### src/rtmc_map.svh
`ifndef RTMC_MAP_SVH
`define RTMC_MAP_SVH
`define RTMC_MISC_ADDR 8'h0a
`define RTMC_MISC_RST 8'hb1
`define RTMC_B_ROLE 7
`define RTMC_B_GATE 6
`define RTMC_B_ADA 5
`define RTMC_B_EQON 4
`define RTMC_B_RSVD 3
`define RTMC_B_COMMIT 2
`define RTMC_F_FMODE 1:0
`define RTMC_FMODE_RST 2'h1
`define RTMC_LANE_W 15
`define RTMC_BYTE_BITS 4'h8
`define RTMC_CNT_ONE 4'h1
`define RTMC_CNT_ZERO 4'h0
`define RTMC_PIN_RST 6'h18
`define RTMC_BUS_PIN_RST 2'h3
`define RTMC_READ_ZERO 8'h00
`endif

### src/rtmc_pkg.sv
`include "rtmc_map.svh"
package rtmc_pkg;
	typedef enum logic [1:0] {
		RTMC_FM_REDRIVER = 2'b00,
		RTMC_FM_AUTO = 2'b01,
		RTMC_FM_RSVD = 2'b10,
		RTMC_FM_RETIMER = 2'b11
	} rtmc_fmode_t;

	typedef enum logic [3:0] {
		RTMC_I_IDLE = 4'b0000,
		RTMC_I_ADDR = 4'b0001,
		RTMC_I_ACK_A = 4'b0010,
		RTMC_I_PTR = 4'b0011,
		RTMC_I_ACK_P = 4'b0100,
		RTMC_I_WDATA = 4'b0101,
		RTMC_I_ACK_W = 4'b0110,
		RTMC_I_RDATA = 4'b0111,
		RTMC_I_RACK = 4'b1000,
		RTMC_I_RLOAD = 4'b1001
	} rtmc_i2c_state_t;

	typedef struct packed {
		rtmc_i2c_state_t state;
		logic [3:0] bitcnt;
		logic [7:0] shreg;
		logic [7:0] ptr;
		logic rw;
		logic sda_oe;
		logic scl_q;
		logic sda_q;
		logic wr;
		logic [7:0] wr_addr;
		logic [7:0] wr_data;
	} rtmc_i2c_st_t;

	typedef struct packed {
		logic role_sink;
		logic gate;
		logic eq_ada;
		logic eq_on;
		rtmc_fmode_t fmode;
		logic [`RTMC_LANE_W-1:0] lane_cfg;
		logic lane_eq_on;
		logic lane_eq_ada;
		rtmc_fmode_t fmode_act;
		logic src_hp;
		logic pwr_dn;
		logic rx_stby;
		logic commit;
	} rtmc_regs_st_t;
endpackage

### src/rtmc_sync.sv
`timescale 1ns/1ps
module rtmc_sync #(
	parameter int W = 1,
	parameter logic [W-1:0] RST = '0
) (
	input wire logic clk_i,
	input wire logic rst_n_i,
	input wire logic [W-1:0] d_i,
	output logic [W-1:0] q_o
);
	typedef struct packed {
		logic [W-1:0] s1;
		logic [W-1:0] s2;
		logic [W-1:0] s3;
		logic [W-1:0] q;
	} rtmc_sync_st_t;

	rtmc_sync_st_t st_ff;
	rtmc_sync_st_t nxt_st;

	// A bit only moves once stages two and three agree, which filters a single-cycle glitch.
	always_comb begin
		nxt_st = st_ff;
		nxt_st.s1 = d_i;
		nxt_st.s2 = st_ff.s1;
		nxt_st.s3 = st_ff.s2;
		nxt_st.q = (~(st_ff.s2 ^ st_ff.s3) & st_ff.s3) | ((st_ff.s2 ^ st_ff.s3) & st_ff.q);
	end

	// Register the whole state.
	always_ff @(posedge clk_i) begin
		if (!rst_n_i) begin
			st_ff <= {RST, RST, RST, RST};
		end else begin
			st_ff <= nxt_st;
		end
	end

	assign q_o = st_ff.q;
endmodule // rtmc_sync

### src/rtmc_i2c_slave.sv
`timescale 1ns/1ps
`include "rtmc_map.svh"
module rtmc_i2c_slave import rtmc_pkg::*; #(
	parameter logic [6:0] DEV_ADDR = 7'h2c // Arbitrary value.
) (
	input wire logic clk_i,
	input wire logic rst_n_i,
	input wire logic scl_s_i,
	input wire logic sda_s_i,
	output logic sda_o,
	output logic sda_oe_o,
	output logic wr_o,
	output logic [7:0] wr_addr_o,
	output logic [7:0] wr_data_o,
	output logic [7:0] rd_addr_o,
	input wire logic [7:0] rd_data_i
);
	rtmc_i2c_st_t st_ff;
	rtmc_i2c_st_t nxt_st;
	logic scl_rise;
	logic scl_fall;
	logic start_c;
	logic stop_c;

	// Bus events from the synchronised pins; data changes while SCL is high mark start and stop.
	assign scl_rise = scl_s_i && !st_ff.scl_q;
	assign scl_fall = !scl_s_i && st_ff.scl_q;
	assign start_c = scl_s_i && st_ff.scl_q && st_ff.sda_q && !sda_s_i;
	assign stop_c = scl_s_i && st_ff.scl_q && !st_ff.sda_q && sda_s_i;

	// Byte engine: address, register pointer, then auto-incrementing data bytes.
	always_comb begin
		nxt_st = st_ff;
		nxt_st.scl_q = scl_s_i;
		nxt_st.sda_q = sda_s_i;
		nxt_st.wr = 1'b0;
		if (start_c) begin
			nxt_st.state = RTMC_I_ADDR;
			nxt_st.bitcnt = `RTMC_CNT_ZERO;
			nxt_st.sda_oe = 1'b0;
		end else if (stop_c) begin
			nxt_st.state = RTMC_I_IDLE;
			nxt_st.sda_oe = 1'b0;
		end else if (scl_rise) begin
			case (st_ff.state)
				RTMC_I_ADDR, RTMC_I_PTR, RTMC_I_WDATA: begin
					nxt_st.shreg = {st_ff.shreg[6:0], sda_s_i};
					nxt_st.bitcnt = st_ff.bitcnt + `RTMC_CNT_ONE;
				end
				RTMC_I_RACK: begin
					// A not-acknowledge ends the read burst.
					if (sda_s_i) begin
						nxt_st.state = RTMC_I_IDLE;
					end else begin
						nxt_st.ptr = st_ff.ptr + 8'h01;
						nxt_st.state = RTMC_I_RLOAD;
					end
				end
				default: begin
				end
			endcase
		end else if (scl_fall) begin
			case (st_ff.state)
				RTMC_I_ADDR: begin
					if (st_ff.bitcnt == `RTMC_BYTE_BITS) begin
						if (st_ff.shreg[7:1] == DEV_ADDR) begin
							nxt_st.sda_oe = 1'b1;
							nxt_st.rw = st_ff.shreg[0];
							nxt_st.state = RTMC_I_ACK_A;
						end else begin
							nxt_st.state = RTMC_I_IDLE;
						end
					end
				end
				RTMC_I_ACK_A: begin
					nxt_st.bitcnt = `RTMC_CNT_ZERO;
					if (st_ff.rw) begin
						nxt_st.shreg = rd_data_i;
						nxt_st.sda_oe = !rd_data_i[7];
						nxt_st.bitcnt = `RTMC_CNT_ONE;
						nxt_st.state = RTMC_I_RDATA;
					end else begin
						nxt_st.sda_oe = 1'b0;
						nxt_st.state = RTMC_I_PTR;
					end
				end
				RTMC_I_PTR, RTMC_I_WDATA: begin
					if (st_ff.bitcnt == `RTMC_BYTE_BITS) begin
						nxt_st.sda_oe = 1'b1;
						if (st_ff.state == RTMC_I_PTR) begin
							nxt_st.ptr = st_ff.shreg;
							nxt_st.state = RTMC_I_ACK_P;
						end else begin
							nxt_st.wr = 1'b1;
							nxt_st.wr_addr = st_ff.ptr;
							nxt_st.wr_data = st_ff.shreg;
							nxt_st.state = RTMC_I_ACK_W;
						end
					end
				end
				RTMC_I_ACK_P, RTMC_I_ACK_W: begin
					nxt_st.sda_oe = 1'b0;
					nxt_st.bitcnt = `RTMC_CNT_ZERO;
					nxt_st.state = RTMC_I_WDATA;
					if (st_ff.state == RTMC_I_ACK_W) begin
						nxt_st.ptr = st_ff.ptr + 8'h01;
					end
				end
				RTMC_I_RDATA: begin
					if (st_ff.bitcnt == `RTMC_BYTE_BITS) begin
						nxt_st.sda_oe = 1'b0;
						nxt_st.state = RTMC_I_RACK;
					end else begin
						nxt_st.shreg = {st_ff.shreg[6:0], 1'b0};
						nxt_st.sda_oe = !st_ff.shreg[6];
						nxt_st.bitcnt = st_ff.bitcnt + `RTMC_CNT_ONE;
					end
				end
				RTMC_I_RLOAD: begin
					nxt_st.shreg = rd_data_i;
					nxt_st.sda_oe = !rd_data_i[7];
					nxt_st.bitcnt = `RTMC_CNT_ONE;
					nxt_st.state = RTMC_I_RDATA;
				end
				default: begin
				end
			endcase
		end
	end

	// Register the whole state; the bus idles high after reset.
	always_ff @(posedge clk_i) begin
		if (!rst_n_i) begin
			st_ff <= '{state: RTMC_I_IDLE, scl_q: 1'b1, sda_q: 1'b1, default: '0};
		end else begin
			st_ff <= nxt_st;
		end
	end

	assign sda_o = 1'b0; // Open drain: only ever pulls low.
	assign sda_oe_o = st_ff.sda_oe;
	assign wr_o = st_ff.wr;
	assign wr_addr_o = st_ff.wr_addr;
	assign wr_data_o = st_ff.wr_data;
	assign rd_addr_o = st_ff.ptr;
endmodule // rtmc_i2c_slave

### src/rtmc_misc_regs.sv
// Functional notes
// - Autosleep-off clear: power down follows sink hot-plug; set: never auto power down.
// - Bit 7 picks role: zero source side, one sink side, sink after reset.
// - Gate clear passes sink hot-plug to source output; set holds it low.
// - Equalizer mode bit: zero fixed, one adaptive, adaptive after reset.
// - Equalizer enable bit: zero off, one on, on after reset.
// - With host-config select low, equalizer bit writes are ignored; straps rule.
// - Commit bit is write-only, self-clearing; one applies staged lane settings.
// - Lane setting writes are only staged until a commit.
// - Staged values act directly while lanes idle, powered down, or clockless with clock detection on.
// - Function mode: 00 redriver, 01 auto crossover (reset), 10 reserved, 11 retimer.
// - Forced power down gives the lowest-power state; clear is normal operation.
// - With clock detection on, receiver stands by without clock; else normal.
`timescale 1ns/1ps
`include "rtmc_map.svh"
module rtmc_misc_regs import rtmc_pkg::*; #(
	parameter logic [6:0] DEV_ADDR = 7'h2c // Arbitrary value.
) (
	input wire logic clk_i,
	input wire logic rst_n_i,
	input wire logic scl_i,
	input wire logic sda_i,
	output logic sda_o,
	output logic sda_oe_o,
	input wire logic host_cfg_sel_i,
	input wire logic strap_equalizer_on_i,
	input wire logic strap_adaptive_equalizer_sel_i,
	input wire logic oe_i,
	input wire logic sink_hotplug_in_i,
	input wire logic link_clock_present_i,
	input wire logic forced_power_down_i,
	input wire logic clock_activity_detect_en_i,
	input wire logic hotplug_autosleep_off_i,
	input wire logic [`RTMC_LANE_W-1:0] pending_lane_cfg_i,
	output logic source_hotplug_out_o,
	output logic power_down_o,
	output logic rx_standby_o,
	output logic app_role_sink_o,
	output rtmc_pkg::rtmc_fmode_t lane_function_mode_o,
	output logic [`RTMC_LANE_W-1:0] lane_cfg_o,
	output logic lane_equalizer_on_o,
	output logic lane_adaptive_equalizer_sel_o,
	output logic commit_lane_settings_o
);
	import rtmc_pkg::*;

	// Reset image of the control byte, so single reset bits are picked without truncation.
	localparam logic [7:0] RST_BYTE = `RTMC_MISC_RST;

	rtmc_regs_st_t st_ff;
	rtmc_regs_st_t nxt_st;
	logic [1:0] bus_s;
	logic [5:0] pin_s;
	logic host_sel_s;
	logic strap_on_s;
	logic strap_ada_s;
	logic oe_s;
	logic sink_hp_s;
	logic clk_pres_s;
	logic wr;
	logic [7:0] wr_addr;
	logic [7:0] wr_data;
	logic [7:0] rd_addr;
	logic [7:0] rd_data;
	logic misc_wr;
	logic commit_wr;
	logic direct_apply;

	// The bus pins SCL and SDA arrive from outside the clock domain.
	rtmc_sync #(
		.W(2),
		.RST(`RTMC_BUS_PIN_RST)
	) u_bus_sync (
		.clk_i(clk_i),
		.rst_n_i(rst_n_i),
		.d_i({scl_i, sda_i}),
		.q_o(bus_s)
	);

	// Straps and board levels are just as asynchronous; equalizer straps idle high.
	rtmc_sync #(
		.W(6),
		.RST(`RTMC_PIN_RST)
	) u_pin_sync (
		.clk_i(clk_i),
		.rst_n_i(rst_n_i),
		.d_i({host_cfg_sel_i, strap_equalizer_on_i, strap_adaptive_equalizer_sel_i,
			oe_i, sink_hotplug_in_i, link_clock_present_i}),
		.q_o(pin_s)
	);

	assign host_sel_s = pin_s[5];
	assign strap_on_s = pin_s[4];
	assign strap_ada_s = pin_s[3];
	assign oe_s = pin_s[2];
	assign sink_hp_s = pin_s[1];
	assign clk_pres_s = pin_s[0];

	rtmc_i2c_slave #(
		.DEV_ADDR(DEV_ADDR)
	) u_slave (
		.clk_i(clk_i),
		.rst_n_i(rst_n_i),
		.scl_s_i(bus_s[1]),
		.sda_s_i(bus_s[0]),
		.sda_o(sda_o),
		.sda_oe_o(sda_oe_o),
		.wr_o(wr),
		.wr_addr_o(wr_addr),
		.wr_data_o(wr_data),
		.rd_addr_o(rd_addr),
		.rd_data_i(rd_data)
	);

	// Read view of the control byte; the commit and reserved bits always read zero.
	always_comb begin
		rd_data = `RTMC_READ_ZERO;
		if (rd_addr == `RTMC_MISC_ADDR) begin
			rd_data[`RTMC_B_ROLE] = st_ff.role_sink;
			rd_data[`RTMC_B_GATE] = st_ff.gate;
			rd_data[`RTMC_B_ADA] = st_ff.eq_ada;
			rd_data[`RTMC_B_EQON] = st_ff.eq_on;
			rd_data[`RTMC_F_FMODE] = st_ff.fmode;
		end
	end

	assign misc_wr = wr && (wr_addr == `RTMC_MISC_ADDR);
	assign commit_wr = misc_wr && wr_data[`RTMC_B_COMMIT];
	// No commit is needed while the lanes cannot be carrying traffic.
	assign direct_apply = !oe_s || !sink_hp_s || forced_power_down_i ||
		(clock_activity_detect_en_i && !clk_pres_s);

	// Next state of the control byte, the applied lane set and the derived power levels.
	always_comb begin
		nxt_st = st_ff;
		nxt_st.commit = 1'b0;
		if (misc_wr) begin
			nxt_st.role_sink = wr_data[`RTMC_B_ROLE];
			nxt_st.gate = wr_data[`RTMC_B_GATE];
			nxt_st.fmode = rtmc_fmode_t'(wr_data[`RTMC_F_FMODE]);
			nxt_st.commit = wr_data[`RTMC_B_COMMIT];
			if (host_sel_s) begin
				nxt_st.eq_ada = wr_data[`RTMC_B_ADA];
				nxt_st.eq_on = wr_data[`RTMC_B_EQON];
			end
		end
		// Without host configuration the straps own both equalizer bits.
		if (!host_sel_s) begin
			nxt_st.eq_ada = strap_ada_s;
			nxt_st.eq_on = strap_on_s;
		end
		// Staged values reach the lanes only on commit or while traffic is impossible.
		if (commit_wr || direct_apply) begin
			nxt_st.lane_cfg = pending_lane_cfg_i;
			nxt_st.lane_eq_on = nxt_st.eq_on;
			nxt_st.lane_eq_ada = nxt_st.eq_ada;
		end
		nxt_st.pwr_dn = forced_power_down_i || (!hotplug_autosleep_off_i && !sink_hp_s);
		// A new function mode is picked up only while powered down, so it needs a toggle.
		if (st_ff.pwr_dn) begin
			nxt_st.fmode_act = st_ff.fmode;
		end
		nxt_st.src_hp = sink_hp_s && !st_ff.gate;
		nxt_st.rx_stby = clock_activity_detect_en_i && !clk_pres_s;
	end

	// Register the whole state; the control byte resets to its documented value.
	always_ff @(posedge clk_i) begin
		if (!rst_n_i) begin
			st_ff <= '{
				role_sink: RST_BYTE[`RTMC_B_ROLE],
				eq_ada: RST_BYTE[`RTMC_B_ADA],
				eq_on: RST_BYTE[`RTMC_B_EQON],
				fmode: RTMC_FM_AUTO,
				lane_eq_on: RST_BYTE[`RTMC_B_EQON],
				lane_eq_ada: RST_BYTE[`RTMC_B_ADA],
				fmode_act: RTMC_FM_AUTO,
				default: '0
			};
		end else begin
			st_ff <= nxt_st;
		end
	end

	assign source_hotplug_out_o = st_ff.src_hp;
	assign power_down_o = st_ff.pwr_dn;
	assign rx_standby_o = st_ff.rx_stby;
	assign app_role_sink_o = st_ff.role_sink;
	assign lane_function_mode_o = st_ff.fmode_act;
	assign lane_cfg_o = st_ff.lane_cfg;
	assign lane_equalizer_on_o = st_ff.lane_eq_on;
	assign lane_adaptive_equalizer_sel_o = st_ff.lane_eq_ada;
	assign commit_lane_settings_o = st_ff.commit;
endmodule // rtmc_misc_regs

### config.mk
export PLATFORM = sky130hd
export DESIGN_NAME = rtmc_misc_regs
export DESIGN_NICKNAME = d
export VERILOG_FILES = /design/src/rtmc_pkg.sv /design/src/rtmc_sync.sv /design/src/rtmc_i2c_slave.sv /design/src/rtmc_misc_regs.sv
export VERILOG_INCLUDE_DIRS = /design/src
export SDC_FILE = /design/constraint.sdc
export NUM_CORES = 1
export LEC_CHECK = 0
export BUFFER_PORTS_ARGS = -buffer_cell sky130_fd_sc_hd__buf_2
export CORE_AREA = 4 4 129 131
export DETAILED_ROUTE_END_ITERATION = 8
export DIE_AREA = 0 0 133 135
export PLACE_DENSITY = 0.47
export SLEW_MARGIN = 15
export SYNTH_ARGS = -nofsm -noshare
export SYNTH_HDL_FRONTEND = slang
export SYNTH_HIERARCHICAL = 1
export SYNTH_SLANG_ARGS = --single-unit
export TNS_END_PERCENT = 20
### constraint.sdc
create_clock -name clk_i -period 6.73 [get_ports clk_i]
set_input_delay 0.3365 -clock clk_i [delete_from_list [all_inputs] [get_ports clk_i]]
set_output_delay 0.3365 -clock clk_i [all_outputs]
set_load 0.01 [all_outputs]
==> summary.txt, run 1 <==
Detailed routing
  – Total wire length: 12300 µm
  – Drc violations: 0
  – Mean number of vias per cell: 5.08
  – Drt wl/cell: 15.5 µm
  – Via count: 4035
  – Post-DRT Antenna Nets: 0
  – DRT iter0 DRCs: 387
  – First-pass DRT Iterations: 5

Setup path
  – CP startpoint kind: register
  – Critical path class: register to register
  – Worst Path Arrival: 3120 ps
  – Critical Path Max Stage Delay: 710 ps
  – Buf/Inv on CP: 1
  – Max FO, Critical Path: 21
  – CP max stage cell: nor3_2
  – Cell family with most CP delay: simple AND/OR/NAND/NOR gates
  – Crit-path cells: ha_1 > inv_1 > and3_1 > nor3_2 > a21oi_1 > a311oi_1
  – CP endpoint kind: register
  – CP Data Required Time: 6980 ps

Clock network
  – H-tree depth: 3
  – CTS max path bufs: 2
  – Setup bufs post-CTS: 0
  – Worst skew pair latency: 350 ps
  – CTS Hold Bufs: 0
  – CTS sink count: 105
  – Clock transition at the registers of the reported paths: 70 ps
  – Root Driver: clkbuf_16
  – CTS tree: yes
  – Cts bufs inserted: 9
  – Post_cts resized: 0

STA
  – Fin crit share: 0.427
  – RSZ-0062 raised after global routing: no
  – Maximum clock frequency: 0.348 GHz
  – Worst clock skew: 5.98 ps
  – Worst setup margin: 3860 ps
  – Relative slew margins: 0.301
  – Slew Viols, Final: 0
  – Minimum clock period: 2870 ps
  – Setup Viol. Count Final: 0
  – Setup TNS: 0 ps
  – Hold Fails Final Rpt: 0
  – Slew @ Worst Pin: 1050 ps

Placement
  – DP HPWL: 8450 µm
  – Placed Cells: 779
  – PortBufs: 52
  – Worst slack, placed: 3950 ps
  – Routability cong.: 0.838

Cells and area
  – Layout Cells excl Fill: 795
  – Net count reported at finish: 609
  – Layout cell share with drive strength beyond 1: 0.166
  – Ant. Diodes: 0
  – Syn-to-layout area delta: 6.45%

Run status
  – Status: complete, no violations

Logic synthesis
  – Mean Syn Cell Area: 9.01 µm²
  – Yosys warns: 6
  – Syn Inst Count: 590
  – Post-Syn Area: 0.00532 mm²

Global routing
  – First-pass GRT wire length: 20400 µm
  – Initial antenna violation count: 0
  – Total gr overflow: 0
  – Pin count of the biggest net entering global routing: 67
  – All-layer global routing usage: 0.138
  – Vias in the first global route: 3940

Floorplan
  – IO Pins: 54
  – Rows: 46
  – Starting density of the core: 0.341
  – Die X: 133 µm
  – Core ar.: 0.0156 mm²
  – Die Height: 135 µm
  – DIE AREA: 0.0180 mm²

Power
  – Peak supply drop: 0.122 mV
  – P per Cell Area: 223 mW/mm²
  – Total power: 1.26 mW
  – Leak: 2.02 nW

Worst hold path
  – Worst hold path type: primary input to register

Job
  – Max-Cap Viols: 0
-- layout make-up --
type,instances,area [µm²]
repair buffers,54,275
flip-flops and latches,105,2100
well taps,216,270
multi-input cells,392,2630
clock buffers,10,239
clock inverters,6,95.1
inverters,12,45.0
fillers,1619,9940
-- metrics by stage --
stage               hold WS (ps)   util  cell area (µm²)
floorplan                    385      -             5320
global placement             389  0.341             5330
detailed placement           392  0.341             5330
CTS                          144  0.363             5660
global route                 169  0.363             5660
finish                       162  0.363             5660
-- placed cells by master, fill, tap and decap left out, types with 5 or more instances in the layout --
cell type / count
buf_2: 52
a311oi_1: 8
o31ai_1: 6
mux2i_1: 24
inv_1: 11
nor3_1: 6
a22oi_1: 8
and2_1: 22
nor2b_1: 7
nand2_1: 30
o21ai_0: 33
a21boi_1: 10
nand4_1: 6
a21boi_0: 5
nand2b_1: 18
nor2_1: 40
nand3_1: 27
a21oi_1: 37
dfxtp_1: 105
ha_1: 7
clkbuf_16: 9
-- power breakdown --
| group | internal [mW] | leakage (nW) | switching (mW) |
|---|---|---|---|
| registers | 0.632 | 0.855 | 0.00525 |
| clock network | 0.341 | 0.164 | 0.241 |
| logic | 0.0192 | 1.00 | 0.0216 |
-- registers in the layout, summed over array words and instances, names as in the netlist, 2 cells and up, named ones only --
signal and cells:
u_slave/st_ff 19, lane_cfg_o 15, u_pin_sync/nxt_st 12, u_slave/rd_addr_o 8
u_slave/wr_addr_o 8, u_slave/wr_data_o 7, u_pin_sync/st_ff 6, st_ff 5
u_bus_sync/nxt_st 4, lane_function_mode_o 2, u_bus_sync/st_ff 2
-- final timing paths --
check | from | end | slack (ps) | cells past startpoint
max | register | u_slave/st_ff[32] | 3860 | 6
min | strap_adaptive_equalizer_sel_i | u_pin_sync/nxt_st[15] | 160 | 2
max reg2reg | register | u_slave/st_ff[32] | 3860 | 6
min reg2reg | u_pin_sync/nxt_st[15] | u_pin_sync/nxt_st[9] | 410 | 1
-- layer usage --
| layer | global-route usage | share of wire |
|---|---|---|
| met1 | 0.182 | 0.48 |
| met2 | 0.218 | 0.46 |
| met3 | 0.0339 | 0.038 |
| met4 | 0.0537 | 0.019 |
| met5 | 0 | 0 |
Power figures use the tool's default switching activity.
==> inputs of run 2 (changes only) <==
Clock period 6.73 ns to 2.8 ns, I/O delays scaled along.
==> summary.txt, run 2 (synthesis results as in run 1) <==
Run status
  – Status: complete, no violations

STA
  – Setup TNS: 0 ps
  – Hold Fails Final Rpt: 0
  – Setup Viol. Count Final: 0
  – Slew Viols, Final: 0
  – Fin crit share: 0.855
  – Worst setup margin: 406 ps
  – RSZ-0062 raised after global routing: no
  – Relative slew margins: 0.515
  – Slew @ Worst Pin: 727 ps
  – Minimum clock period: 2390 ps
  – Maximum clock frequency: 0.418 GHz
  – Worst clock skew: 7.73 ps

Cells and area
  – Ant. Diodes: 0
  – Final Instance Area: 0.00581 mm²
  – Largest Register: u_slave/st_ff
  – Register area: 0.00210 mm²
  – Net count reported at finish: 627
  – Commonest non-fill, non-tap cell in the layout: dfxtp_1
  – Most frequent cells in the layout: dfxtp_1, buf_2, nor2_1
  – Syn-to-layout area delta: 9.20%
  – Final Util: 0.372
  – # fillers: 1602
  – Area of the multi-input gates: 0.00263 mm²
  – Layout cell share with drive strength beyond 1: 0.178
  – Max FFs per register: 19

Power
  – Net switching power figure: 680 µW
  – Clk pwr share: 0.449
  – Leak: 2.10 nW
  – Peak supply drop: 0.364 mV
  – Logic pwr share: 0.036
  – Int Power: 2.29 mW
  – Flop pwr share: 0.515
  – Sw Ratio: 0.229
  – P per Cell Area: 512 mW/mm²

Detailed routing
  – DRT iter0 DRCs: 284
  – Drt wl/cell: 15.1 µm
  – Via count: 4132
  – Mean number of vias per cell: 5.08
  – Drc violations: 0
  – Post-DRT Antenna Nets: 0
  – Total wire length: 12300 µm
  – First-pass DRT Iterations: 4

Global routing
  – Grt met1 use: 0.185
  – First-pass GRT wire length: 20200 µm
  – All-layer global routing usage: 0.138
  – Gr busiest metal: met2
  – Vias in the first global route: 3936
  – Initial antenna violation count: 0
  – Met3 Resource Use GR: 0.0332
  – Pin count of the biggest net entering global routing: 42
  – Grt met2 use: 0.218
  – Total gr overflow: 0

Placement
  – Placed inst area: 0.00540 mm²
  – DP HPWL: 8580 µm
  – Worst slack, placed: 431 ps
  – Routability cong.: 0.855
  – PortBufs: 52

Setup path
  – Cell family with most CP delay: simple AND/OR/NAND/NOR gates
  – Buf/Inv on CP: 1
  – Critical path class: register to register
  – Critical Path Max Stage Delay: 550 ps
  – Crit-path cells: inv_1 > ha_1 > nor2b_1 > nand2_1 > a2111oi_0 > mux2i_1 > nor2_1
  – CP endpoint kind: register
  – Max FO, Critical Path: 8
  – CP Data Required Time: 3030 ps
  – CP startpoint kind: register
  – Worst Path Arrival: 2630 ps
  – CP max stage cell: a2111oi_0

Worst hold path
  – Worst hold path type: primary input to register

Floorplan
  – DIE AREA: 0.0180 mm²
  – Rows: 46
  – Core ar.: 0.0156 mm²
  – IO Pins: 54
  – Die Height: 135 µm
  – Starting density of the core: 0.341
  – Die X: 133 µm

Clock network
  – Root Driver: clkbuf_16
  – Setup bufs post-CTS: 0
  – Cts bufs inserted: 9
  – CTS max path bufs: 2
  – CTS sink count: 105
  – CTS tree: yes
  – H-tree depth: 3
  – Clock transition at the registers of the reported paths: 70 ps
  – Worst skew pair latency: 350 ps

Job
  – Max-Cap Viols: 0
[run 2: cell count changes in the layout (fill, tap and decap cells not counted)]
cell,previous run,this run
clkinv_8,0,2
buf_4,2,12
inv_6,3,1
clkinv_4,1,2
clkbuf_8,1,0
bufinv_16,2,1
inv_8,0,1
dlygate4sd3_1,0,8
[run 2: through the flow]
| stage | hold slack (ps) | std cells | total power [mW] |
|---|---|---|---|
| 5_1_grt | 23.8 | 813 | 3.10 |
| 2_1_floorplan | 202 | 591 | 1.64 |
| 3_5_place_dp | 325 | 789 | 1.67 |
| 4_1_cts | 16.7 | 813 | 3.03 |
| 3_3_place_gp | 320 | 789 | 1.67 |
| 6_report | 33.3 | 813 | 2.97 |
[run 2: final cells by class]
type | count | area share
Clock buffer | 9 | 0.0388
Clock inverter | 7 | 0.0172
Inverter | 12 | 0.00776
Multi-Input combinational cell | 392 | 0.453
Sequential cell | 105 | 0.362
Tap cell | 216 | 0.0466
Timing Repair Buffer | 72 | 0.0741
[run 2: power by group through the flow]
stage                     logic, mW  registers (mW)  clock network, mW
after floorplan              0.0706            1.57                  0
after global placement       0.0986            1.57                  0
after detailed placement      0.101            1.57                  0
after CTS                     0.109            1.53               1.39
after global routing          0.121            1.54               1.45
final                         0.107            1.53               1.33
[run 2: path summary, 6_finish.rpt]
check | from | endpoint | slack [ps] | cells past startpoint
worst max register to register | register | u_slave/st_ff[20] | 410 | 7
worst max-delay path | register | u_slave/st_ff[20] | 410 | 7
worst min register to register | u_pin_sync/nxt_st[15] | u_pin_sync/nxt_st[9] | 410 | 1
worst min-delay path | forced_power_down_i | power_down_o | 30 | 2
[run 2: what timing repair did]
action	4_1_cts	5_1_grt
hold buffers	8	0
gates resized for setup	0	0
endpoints found under the setup margin	0	0
hold endpoints to repair	8	0
[run 2: per-layer routing]
layer | vias to the layer above | share of wire
li1 | 2061 | -
met1 | 1982 | 0.48
met2 | 69 | 0.46
met4 | 0 | 0.019
met3 | 20 | 0.033
met5 | - | 0
